$ cat src/verilog/nvm_cfg.svh
// constants for the nonvolatile data memory access controller
// assumes an APB slave with 32-bit data and byte addresses
`ifndef NVM_CFG_SVH
`define NVM_CFG_SVH

// register byte offsets
`define NVM_OFS_CONTROL   8'h00
`define NVM_OFS_SEQUENCE  8'h04
`define NVM_OFS_DATA      8'h08
`define NVM_OFS_LOCATION  8'h0C
`define NVM_OFS_FLAGS     8'h10
`define NVM_OFS_MASK      8'h14

// nvm_control field positions
`define NVM_BIT_PSS       7
`define NVM_BIT_CONFIG_SPACE_SELECT      6
`define NVM_BIT_FAULT     3
`define NVM_BIT_PERMIT    2
`define NVM_BIT_WSTART    1
`define NVM_BIT_RSTART    0

// peripheral_flags_two and mask field position
`define NVM_BIT_DONE      4

// unlock keys written to the sequence port before a write start
`define NVM_KEY_FIRST     8'h55
`define NVM_KEY_SECOND    8'hAA

// reset and erased values
`define NVM_RST_BYTE      8'h00
`define NVM_RST_WORD      32'h0000_0000
`define NVM_ERASED_BYTE   8'hFF

// timing
`define NVM_CLK_MHZ       25
`define NVM_ERASE_TIME_US 2000
`define NVM_PROG_TIME_US  2000
`define NVM_CNT_W         24

`endif

$ cat src/verilog/nvm_pkg.sv
// types for the nonvolatile data memory access controller
// assumes nvm_cfg.svh is included by every user of these types
package nvm_pkg;

   // controller sequencing states, one-hot
   typedef enum logic [3:0] {
      NVM_ST_IDLE  = 4'b0001,
      NVM_ST_READ  = 4'b0010,
      NVM_ST_ERASE = 4'b0100,
      NVM_ST_PROG  = 4'b1000
   } nvm_state_t;

   // whole state of the controller
   typedef struct packed {
      nvm_state_t  state;
      logic [23:0] cnt;
      logic        pss;
      logic        config_space_select;
      logic        fault;
      logic        permit;
      logic        wstart;
      logic        rstart;
      logic [7:0]  data;
      logic [7:0]  addr;
      logic [1:0]  unlock;
      logic [7:0]  wdata_l;
      logic [7:0]  waddr_l;
      logic        op_data;
      logic        done;
      logic        mask_done;
      logic [31:0] prdata;
      logic        pready;
      logic        pslverr;
      logic        irq;
      logic        rst_seen;
   } nvm_regs_t;

endpackage

$ cat src/verilog/nvm_array.sv
// byte-wide nonvolatile data array with one read and one write port
// assumes the controller never erases and programs in the same cycle
`timescale 1ns/100ps
`include "nvm_cfg.svh"
module nvm_array #(
   parameter int ADDR_W = 8
) (
   input  wire logic              clk,
   input  wire logic [ADDR_W-1:0] rd_addr,
   output logic      [7:0]        rd_data,
   input  wire logic              erase_en,
   input  wire logic              prog_en,
   input  wire logic [ADDR_W-1:0] wr_addr,
   input  wire logic [7:0]        wr_data
);

   logic [7:0] mem [0:(1<<ADDR_W)-1];

   // no reset: contents survive like the real array
   always_ff @(posedge clk) begin
      if (erase_en) begin
         mem[wr_addr] <= `NVM_ERASED_BYTE;
      end else if (prog_en) begin
         mem[wr_addr] <= wr_data;
      end
      rd_data <= mem[rd_addr];
   end

endmodule // nvm_array

$ cat src/verilog/nvm_ctrl.sv
// access controller for the on-chip nonvolatile data memory
// assumes an APB master on clk; reset rst is synchronous, active high
//
// Design decisions made here: the APB slave port and the placing of the registers.
`timescale 1ns/100ps
`include "nvm_cfg.svh"
module nvm_ctrl #(
   parameter int ADDR_W       = 8,
   parameter int ERASE_CYCLES = `NVM_ERASE_TIME_US * `NVM_CLK_MHZ,
   parameter int PROG_CYCLES  = `NVM_PROG_TIME_US * `NVM_CLK_MHZ
) (
   input  wire logic        clk,
   input  wire logic        rst,
   input  wire logic        psel,
   input  wire logic        penable,
   input  wire logic        pwrite,
   input  wire logic [7:0]  paddr,
   input  wire logic [31:0] pwdata,
   output logic      [31:0] prdata,
   output logic             pready,
   output logic             pslverr,
   output logic             irq,
   output logic             space_pss,
   output logic             space_config_space_select,
   output logic             busy
);

   // elaboration checks
   if (ADDR_W < 1 || ADDR_W > 8) begin : g_chk_addr
      $error("ADDR_W must lie in 1..8");
   end
   if (ERASE_CYCLES < 1 || ERASE_CYCLES > (1 << `NVM_CNT_W)) begin : g_chk_er
      $error("ERASE_CYCLES out of counter range");
   end
   if (PROG_CYCLES < 1 || PROG_CYCLES > (1 << `NVM_CNT_W)) begin : g_chk_pr
      $error("PROG_CYCLES out of counter range");
   end

   localparam logic [23:0] ERASE_LAST = 24'(ERASE_CYCLES - 1);
   localparam logic [23:0] PROG_LAST  = 24'(PROG_CYCLES - 1);

   nvm_pkg::nvm_regs_t r;
   nvm_pkg::nvm_regs_t n;

   logic       acc_first;
   logic       commit_wr;
   logic [7:0] ctl_rd;
   logic [7:0] flag_rd;
   logic [7:0] mask_rd;
   logic [7:0] arr_rd;
   logic       arr_erase;
   logic       arr_prog;
   logic       busy_wr;

   // memory array
   nvm_array #(
      .ADDR_W (ADDR_W)
   ) u_array (
      .clk      (clk),
      .rd_addr  (r.addr[ADDR_W-1:0]),
      .rd_data  (arr_rd),
      .erase_en (arr_erase),
      .prog_en  (arr_prog),
      .wr_addr  (r.waddr_l[ADDR_W-1:0]),
      .wr_data  (r.wdata_l)
   );

   // array strobes: erase on first erase cycle, program on last
   assign arr_erase = (r.state == nvm_pkg::NVM_ST_ERASE) &&
                      (r.cnt == 24'h00_0000) && r.op_data;
   assign arr_prog  = (r.state == nvm_pkg::NVM_ST_PROG) &&
                      (r.cnt == PROG_LAST) && r.op_data;

   // readback images of the control-type registers
   assign ctl_rd  = {r.pss, r.config_space_select, 2'b00, r.fault, r.permit,
                     r.wstart, r.rstart};
   assign flag_rd = {3'b000, r.done, 4'h0};
   assign mask_rd = {3'b000, r.mask_done, 4'h0};

   // APB phases: answer prepared in first access cycle, taken in second
   assign acc_first = psel && penable && !r.pready;
   assign commit_wr = psel && penable && r.pready && pwrite;
   assign busy_wr   = (r.state == nvm_pkg::NVM_ST_ERASE) ||
                      (r.state == nvm_pkg::NVM_ST_PROG);

   // next-state logic
   always_comb begin
      n = r;
      n.pready   = 1'b0;
      n.pslverr  = 1'b0;
      n.rst_seen = 1'b0;

      // read data and error answer for the coming pready cycle
      if (acc_first) begin
         n.pready = 1'b1;
         n.prdata = `NVM_RST_WORD;
         case (paddr)
            `NVM_OFS_CONTROL: begin
               n.prdata = {24'h00_0000, ctl_rd};
            end
            `NVM_OFS_SEQUENCE: begin
               n.prdata = `NVM_RST_WORD;
            end
            `NVM_OFS_DATA: begin
               n.prdata = {24'h00_0000, r.data};
            end
            `NVM_OFS_LOCATION: begin
               n.prdata = {24'h00_0000, r.addr};
            end
            `NVM_OFS_FLAGS: begin
               n.prdata = {24'h00_0000, flag_rd};
            end
            `NVM_OFS_MASK: begin
               n.prdata = {24'h00_0000, mask_rd};
            end
            default: begin
               n.pslverr = 1'b1;
            end
         endcase
      end

      // register writes, taken at the pready edge
      if (commit_wr) begin
         case (paddr)
            `NVM_OFS_CONTROL: begin
               n.pss    = pwdata[`NVM_BIT_PSS];
               n.config_space_select   = pwdata[`NVM_BIT_CONFIG_SPACE_SELECT];
               n.permit = pwdata[`NVM_BIT_PERMIT];
               // fault flag cleared by software writing zero, or by a reset that cuts no write short
               if (!pwdata[`NVM_BIT_FAULT]) begin
                  n.fault = 1'b0;
               end
               // write start: set-only, needs permit and unlock
               if (pwdata[`NVM_BIT_WSTART] && !r.wstart &&
                   r.state == nvm_pkg::NVM_ST_IDLE) begin
                  if (r.permit && r.unlock == 2'd2) begin
                     n.wstart  = 1'b1;
                     n.waddr_l = r.addr;
                     n.wdata_l = r.data;
                     n.op_data = !pwdata[`NVM_BIT_PSS] &&
                                 !pwdata[`NVM_BIT_CONFIG_SPACE_SELECT];
                     n.state   = nvm_pkg::NVM_ST_ERASE;
                     n.cnt     = 24'h00_0000;
                  end else begin
                     n.fault   = 1'b1;
                  end
                  n.unlock = 2'd0;
               end else if (pwdata[`NVM_BIT_RSTART] &&
                            !pwdata[`NVM_BIT_PSS] &&
                            r.state == nvm_pkg::NVM_ST_IDLE) begin
                  // refused while program space is selected
                  n.rstart  = 1'b1;
                  n.op_data = !pwdata[`NVM_BIT_CONFIG_SPACE_SELECT];
                  n.state   = nvm_pkg::NVM_ST_READ;
               end
            end
            `NVM_OFS_SEQUENCE: begin
               // unlock keys, no storage behind the port
               if (pwdata[7:0] == `NVM_KEY_FIRST) begin
                  n.unlock = 2'd1;
               end else if (pwdata[7:0] == `NVM_KEY_SECOND &&
                            r.unlock == 2'd1) begin
                  n.unlock = 2'd2;
               end else begin
                  n.unlock = 2'd0;
               end
            end
            `NVM_OFS_DATA: begin
               n.data = pwdata[7:0];
            end
            `NVM_OFS_LOCATION: begin
               n.addr = pwdata[7:0];
            end
            `NVM_OFS_FLAGS: begin
               // write one to clear
               if (pwdata[`NVM_BIT_DONE]) begin
                  n.done = 1'b0;
               end
            end
            `NVM_OFS_MASK: begin
               n.mask_done = pwdata[`NVM_BIT_DONE];
            end
            default: begin
            end
         endcase
      end

      // operation sequencer; completion comes after the clear so set wins
      unique case (r.state)
         nvm_pkg::NVM_ST_IDLE: begin
         end
         nvm_pkg::NVM_ST_READ: begin
            // array output already reflects r.addr
            n.data   = r.op_data ? arr_rd : `NVM_RST_BYTE;
            n.rstart = 1'b0;
            n.state  = nvm_pkg::NVM_ST_IDLE;
         end
         nvm_pkg::NVM_ST_ERASE: begin
            if (r.cnt == ERASE_LAST) begin
               n.cnt   = 24'h00_0000;
               n.state = nvm_pkg::NVM_ST_PROG;
            end else begin
               n.cnt = r.cnt + 24'h00_0001;
            end
         end
         nvm_pkg::NVM_ST_PROG: begin
            if (r.cnt == PROG_LAST) begin
               n.cnt    = 24'h00_0000;
               n.wstart = 1'b0;
               n.done   = 1'b1;
               n.state  = nvm_pkg::NVM_ST_IDLE;
            end else begin
               n.cnt = r.cnt + 24'h00_0001;
            end
         end
      endcase

      // interrupt level from the next flag and mask values
      n.irq = n.done && n.mask_done;

      // synchronous reset; a cut-short write leaves the fault flag set,
      // and later edges of the same reset keep it set
      if (rst) begin
         n          = '0;
         n.state    = nvm_pkg::NVM_ST_IDLE;
         n.rst_seen = 1'b1;
         if (busy_wr) begin
            n.fault = 1'b1;
         end else if (r.rst_seen && r.fault) begin
            n.fault = 1'b1;
         end
         n.permit   = 1'b0;
      end
   end

   // single state register
   always_ff @(posedge clk) begin
      r <= n;
   end

   // outputs straight from the state register
   assign prdata     = r.prdata;
   assign pready     = r.pready;
   assign pslverr    = r.pslverr;
   assign irq        = r.irq;
   assign space_pss  = r.pss;
   assign space_config_space_select = r.config_space_select;
   assign busy       = r.wstart;

endmodule // nvm_ctrl

$ cat config.mk
export PLATFORM = sky130hd
export DESIGN_NAME = nvm_ctrl
export DESIGN_NICKNAME = d
export VERILOG_FILES = /design/src/verilog/nvm_pkg.sv /design/src/verilog/nvm_array.sv /design/src/verilog/nvm_ctrl.sv
export VERILOG_INCLUDE_DIRS = /design/src /design/src/verilog
export SDC_FILE = /design/constraint.sdc
export NUM_CORES = 2
export LEC_CHECK = 0
export ABC_AREA = 1
export BUFFER_PORTS_ARGS = -buffer_cell sky130_fd_sc_hd__buf_4
export CORE_ASPECT_RATIO = 0.6
export CORE_MARGIN = 5
export CORE_UTILIZATION = 35
export CTS_BUF_LIST = sky130_fd_sc_hd__clkbuf_8
export DETAILED_ROUTE_END_ITERATION = 10
export GPL_TIMING_DRIVEN = 0
export MAX_ROUTING_LAYER = met4
export PLACE_DENSITY = 0.48
export SKIP_LAST_GASP = 1
export SYNTH_ARGS = -nofsm -noshare
export SYNTH_HDL_FRONTEND = slang
export SYNTH_HIERARCHICAL = 1
export SYNTH_SLANG_ARGS = --single-unit
export TNS_END_PERCENT = 30
$ cat constraint.sdc
create_clock -name clk -period 5.75 [get_ports clk]
set_input_delay 0.2875 -clock clk [delete_from_list [all_inputs] [get_ports clk]]
set_output_delay 0.2875 -clock clk [all_outputs]
set_load 0.01 [all_outputs]
Word-level counts from Yosys, hierarchy flattened
Memories as Yosys holds them, arrays and structs flattened. A register that Yosys moved wholly into a read port is not among the register bits.
Index checks and enable logic that the tools add are counted.
- memories kept: 1
- output and inout port bits: 38
- register bits after elaboration: 107
- memory bits (writable): 2048
- bits of input ports: 45
- reduce and logical (&&, ||, !) cells: 47
- equality and inequality tests: 16
- bitwise logic cells: 3
- $add $sub $neg: 1
- multiplexer cells: 49
- memory list (name ; depth ; width ; read ports ; clocked after Yosys merged registers in ; write ports ; RTL line ; RTL):
    u_array.mem ; 256 ; 8 ; 1 ; 1 ; 1 ; nvm_array.sv:17 ; logic [7:0] mem [0:(1<<ADDR_W)-1];
- operator list (cell ; count):
    two-way mux 77 bit ; 1
    two-way mux 24 bit ; 3
    two-way mux 71 bit ; 1
    two-way mux 34 bit ; 2
    one-hot mux 8 bit (5 select lines) ; 1
    two-way mux 17 bit ; 2
    two-way mux 8 bit ; 4
    two-way mux 28 bit ; 1
    adder 24 x 1 -> 24 bit, second input constant ; 1
    equality test 24 x 16 -> 1 bit, second input constant ; 1
    zero test 24 bit ; 1
    two-way mux 1 bit ; 24
    nonzero test 2 bit ; 10
    two-way mux 18 bit ; 1
    logical AND 1 bit ; 17
    equality test 8 x 4 -> 1 bit, second input constant ; 2
    equality test 8 x 5 -> 1 bit, second input constant ; 2
    two-way mux 4 bit ; 4
    AND reduction 4 bit ; 4
    one-hot mux 4 bit (3 select lines) ; 1
    two-way mux 9 bit ; 1
    equality test 8 x 3 -> 1 bit, second input constant ; 1
    equality test 8 x 7 -> 1 bit, second input constant ; 1
    equality test 8 bit, second input constant ; 1
    19 further kinds ; 29

Logic depth before layout (Yosys ltp)
- depth in word-level cells: 11
- gate-level depth with buffers: 15
- mapped depth without buffers: 11

By module
The synthesis kept the hierarchy.
- by module, submodules not included (module ; times used ; area each (um^2) ; cells each):
    nvm_array ; 1 ; 83382.5 ; 7022
    nvm_ctrl ; 1 ; 4823.4 ; 699

Worst setup path after synthesis
No wires, ideal clock.
- path type: register to register
- from: register r[79] (netlist bit)
- to: memory u_array.mem[0][2], data pin
- path buffers: 0
- setup time: 1173 ps
- required time: 4577 ps
- data arrival time: 3826 ps
- stages on the path, launching flop included: 11
- slack: 751 ps
- period minus slack after synthesis: 4999 ps
- cell sequence: dfxtp_1 ha_1 nand2_1 inv_1 nand2_1 nor2_1 nand3_1 nor3_1 inv_1 nor2_1 nand2_1
- cells in the longest elaborated chain, start to end: 7
- elaborated cells on any way between the ends: 10
- classes of those cells: eq/ne (1); mux (4); reduce/logical (5)
- ends and longest elaborated chain (what ; RTL line ; RTL):
    start, declared ; nvm_ctrl.sv:42 ; nvm_pkg::nvm_regs_t r;
    start signal, assigned ; nvm_ctrl.sv:238 ; r <= n;
    equality test 24 x 16 -> 1 bit ; nvm_ctrl.sv:72 ; (r.cnt == PROG_LAST) && r.op_data;
    logical AND 1 bit ; nvm_ctrl.sv:71 ; assign arr_prog = (r.state == nvm_pkg::NVM_ST_PROG) &&
    logical AND 1 bit ; nvm_ctrl.sv:72 ;
    net arr_prog ; nvm_ctrl.sv:52 ; logic arr_prog;
    two-way mux 1 bit ; nvm_array.sv:23 ; end else if (prog_en) begin
    two-way mux 1 bit ; nvm_array.sv:21 ; if (erase_en) begin
    two-way mux 1 bit (implied by the code) ; nvm_array.sv:24 ; mem[wr_addr] <= wr_data;
    two-way mux 8 bit (no source line) ; n/a ;
    end, declared ; nvm_array.sv:17 ;
The timed path passes the listed nets, and every way through them passes these cells.

Worst setup path after layout
- from: register r[102] (netlist bit)
- to: memory u_array.mem[255][0], enable pin
- elaborated cells on any way between the ends: 12
- classes of those cells: eq/ne (1); mux (5); bitwise (1); reduce/logical (5)
- RTL lines (what ; RTL line ; RTL):
    zero test 24 bit * ; nvm_ctrl.sv:70 ; (r.cnt == 24'h00_0000) && r.op_data;
    logical AND 1 bit * ; nvm_ctrl.sv:69 ; assign arr_erase = (r.state == nvm_pkg::NVM_ST_ERASE) &&
    logical AND 1 bit * ; nvm_ctrl.sv:70 ;
    net arr_erase ; nvm_ctrl.sv:51 ; logic arr_erase;
    two-way mux 1 bit ; nvm_array.sv:21 ;
    two-way mux 1 bit, on equally long branches ; n/a ;
    bitwise OR 1 bit (no source line) * ; n/a ;
Mark *: on every way through the listed nets, which the timed path passes. The rest lies on a longest branch.

==> results.json <==
{
  "drt-pass1-iter-count": 6,
  "worstSkewPairLatency_ns": 1.01,
  "crit_path_end": "u_array/mem[255][0]",
  "timing.final.hold_violations": 0,
  "core_um2": 250000,
  "pin_count": 83,
  "cts_buffer_depth": 4,
  "grt_use_met1_pct": 46.3,
  "post_cts_buffers": 0,
  "powerDensity_nw_per_um2": 288,
  "slew_headroom_pct": -9.87,
  "r2r-start": "r[102]",
  "grt_usage_pct": 30.4,
  "startpoint": "r[102]",
  "die_area_um2": 262000,
  "synth_cells": 7721,
  "avgViaCountPerCell": 5.84,
  "period_share_pct": 92.4,
  "syn-mean-instance-area_um2": 11.4,
  "synthMuxAreaShare_pct": 0,
  "pre_cts_ws_ns": 0.793,
  "synth_xor_area_share_pct": 0.0496,
  "synth-compound-area-share_pct": 0.780,
  "clkSinkCount": 2139,
  "regArea_um2": 63300,
  "netlist_area_um2": 88200,
  "die_w_um": 658,
  "hold_depth": 9,
  "ir_worst_vdd_v": 0.000163,
  "crit_path_frequent_cell": "nor2_1",
  "hp-start": "paddr[5]",
  "busiest_layer": "met1",
  "worst_pin_slew_ns": 1.64,
  "htreeDepth": 5,
  "drv_cap": 7,
  "tns_ns": 0,
  "total_leakage_power_nw": 38.2,
  "r2r_cells": 11,
  "synth.distinct_cells": 45,
  "grt-ovfl-total": 0,
  "die_y_um": 399,
  "cts_buffers": 327,
  "final_cell_mix": "2246 x nand2_1, 2104 x nand3_1, 2049 x edfxtp_1",
  "cts_tree": "done",
  "drcViolationCount": 0,
  "ys_warn_count": 6,
  "grt_pass1_wl_um": 529000,
  "drt_iter0_drc": 12787,
  "synth-adder-area-share_pct": 0.0284,
  "clk_pin_slew_worst_paths_ns": 0.07,
  "place.gp.congestion": 1.02,
  "dp_hpwl_um": 284000,
  "grt_max_degree": 75,
  "setup-violations-final": 0,
  "r2r_setup_slack_ns": 0.44,
  "synth_area_leader_cell": "edfxtp_1",
  "critPathKind": "flop to flop",
  "cp_max_fo": 10,
  "ant_nets": 0,
  "slew_violations": 61,
  "cpPeakStageDelay_ns": 1.41,
  "ys_seq_elements": 2139,
  "synthSimpleGateAreaFrac_pct": 23.7,
  "cts_root_buf": "clkbuf_8",
  "final_common_cell": "nand2_1",
  "route.detailed.wl_per_inst_um": 33.9,
  "multi_input_area_um2": 21800,
  "path_cells": "nor2_1 -> nand3_1 -> nor2_1 -> nand4_1 -> nor3_1 -> nor2_1 -> clkinv_1 -> clkbuf_1 -> nand2_1 -> clkbuf_2 -> nor2_1",
  "rsz0062_at_grt": "false",
  "area_growth_pct": 13.6,
  "power_mw": 28.9,
  "yosys-top-cells-area": "edfxtp_1 70%, nand3_1 12%, nand2_1 9.6%, dfxtp_1 2.0%, nor2_1 1.6%",
  "slowest_stage": "nor2_1",
  "use_met3_pct": 12.8,
  "yosysTopAreaCellShare_pct": 69.8,
  "port_buffers": 34,
  "grt_pass1_vias": 60436,
  "wirelength_um": 400000,
  "rows": 142,
  "required_ns": 6.33,
  "vias": 68842,
  "hold_class": "input port to flop",
  "fin_nets": 8240,
  "cts_resized": 0,
  "final.setup.worst_slack_ns": 0.438,
  "fin_crit_ns": 5.31,
  "fin_skew_ns": 0.0569,
  "seq_area_frac_synth_pct": 71.8,
  "drive_above_1_share_pct": 11.1,
  "arrival_ns": 5.89,
  "start_util_pct": 35.3,
  "fmax_mhz": 188,
  "synth_top_family_by_area": "simple AND/OR/NAND/NOR gates",
  "cp-start-kind": "flop",
  "antenna_found_initial": 50,
  "status": "complete, but fails checks",
  "r2r-end": "u_array/mem[255][0]",
  "end_kind": "flop",
  "violations": "max-capacitance violations, max-slew violations",
  "use_met2_pct": 36.0,
  "n_fill_cell": 24121
}
state kept, by name (all words and copies together), names as in the netlist:
register                   flops
pready                         1
pslverr                        1
irq                            1
u_array/rd_data                8
flag_rd                        1
u_array/mem                 2048
space_config_space_select      1
busy                           1
ctl_rd                         3
r                             64
space_pss                      1
mask_rd                        1
prdata                         8
routing by layer:
layer  wire [um]  vias up
met2      145000     5121
met3       65000      604
met4        9790        0
li1            -    28200
met1      180000    34917
met5           0        -
cell usage after synthesis, drive strengths merged:
cell type / count
o21bai: 2
nand2: 2263
buf: 421
a21o: 1
o22ai: 4
xor2: 4
nand3: 2108
nand3b: 2
a22oi: 1
a21oi: 52
clkinv: 2
nor4: 2
xnor2: 1
o211ai: 2
ha: 2
or2: 1
nand4: 13
clkbuf: 116
nor3: 6
dfxtp: 90
inv: 120
o21ai: 57
conb: 1
nor2: 399
a211oi: 1
edfxtp: 2049
nor3b: 1
critical path, delay by kind of cell, from the launching register on:
kind,cells,cell delay [ns]
buffers and inverters,3,1.26
DFF,1,0.35
and+or+nand+nor,8,3.28
per-stage QoR:
step	std cells	instance area (um^2)	util, %	hold slack (ns)
final	11788	100000	40.0	0.0892
after global routing	11778	100000	40.0	0.0879
after CTS	11742	100000	40.0	0.000100
after detailed placement	11138	93900	37.6	0.404
after global placement	11090	92700	37.1	0.401
after floorplan	7744	88300	-	0.315
how the worst min path moves through the flow:
stage                            to  slack (ns)
after global routing      prdata[3]        0.09
after detailed placement       r[0]        0.40
after CTS                 prdata[3]      0.0001
after floorplan                r[0]        0.32
after global placement         r[0]        0.40
final                     prdata[7]        0.09
repair_timing:
item,4_1_cts,5_1_grt
endpoints found under the hold margin,45,0
hold buffers,38,0
endpoints found under the setup margin,0,0
final cells by class:
type	instances	share of cell area [%]
antenna	46	0.115
buffer	537	2.81
clock buffer	339	4.66
clock inverter	227	1.05
inverter	122	0.460
multi-input combinational	4946	21.8
sequential	2139	63.2
tap	3312	4.14
timing repair buffer	120	1.79
power by group:
part / leakage [nW] / switching (mW) / internal, mW / total [mW]
logic: 9.87 / 0.0591 / 0.0404 / 0.0995
registers: 25.0 / 0.00205 / 16.8 / 16.8
clock network: 3.27 / 6.30 / 5.67 / 12.0
cell families (layout without fill, tap and decap cells):
group / count (synthesis) / count (layout)
AND/OR/NAND/NOR: 4795 / 4795
flip-flops: 2139 / 2139
buffers and inverters: 659 / 1345
AO/OA/AOI/OAI: 120 / 120
XOR/XNOR: 5 / 5
adder cells (fa/ha/maj): 2 / 2
other: 1 / 70
(Power assumes the default switching activity.)
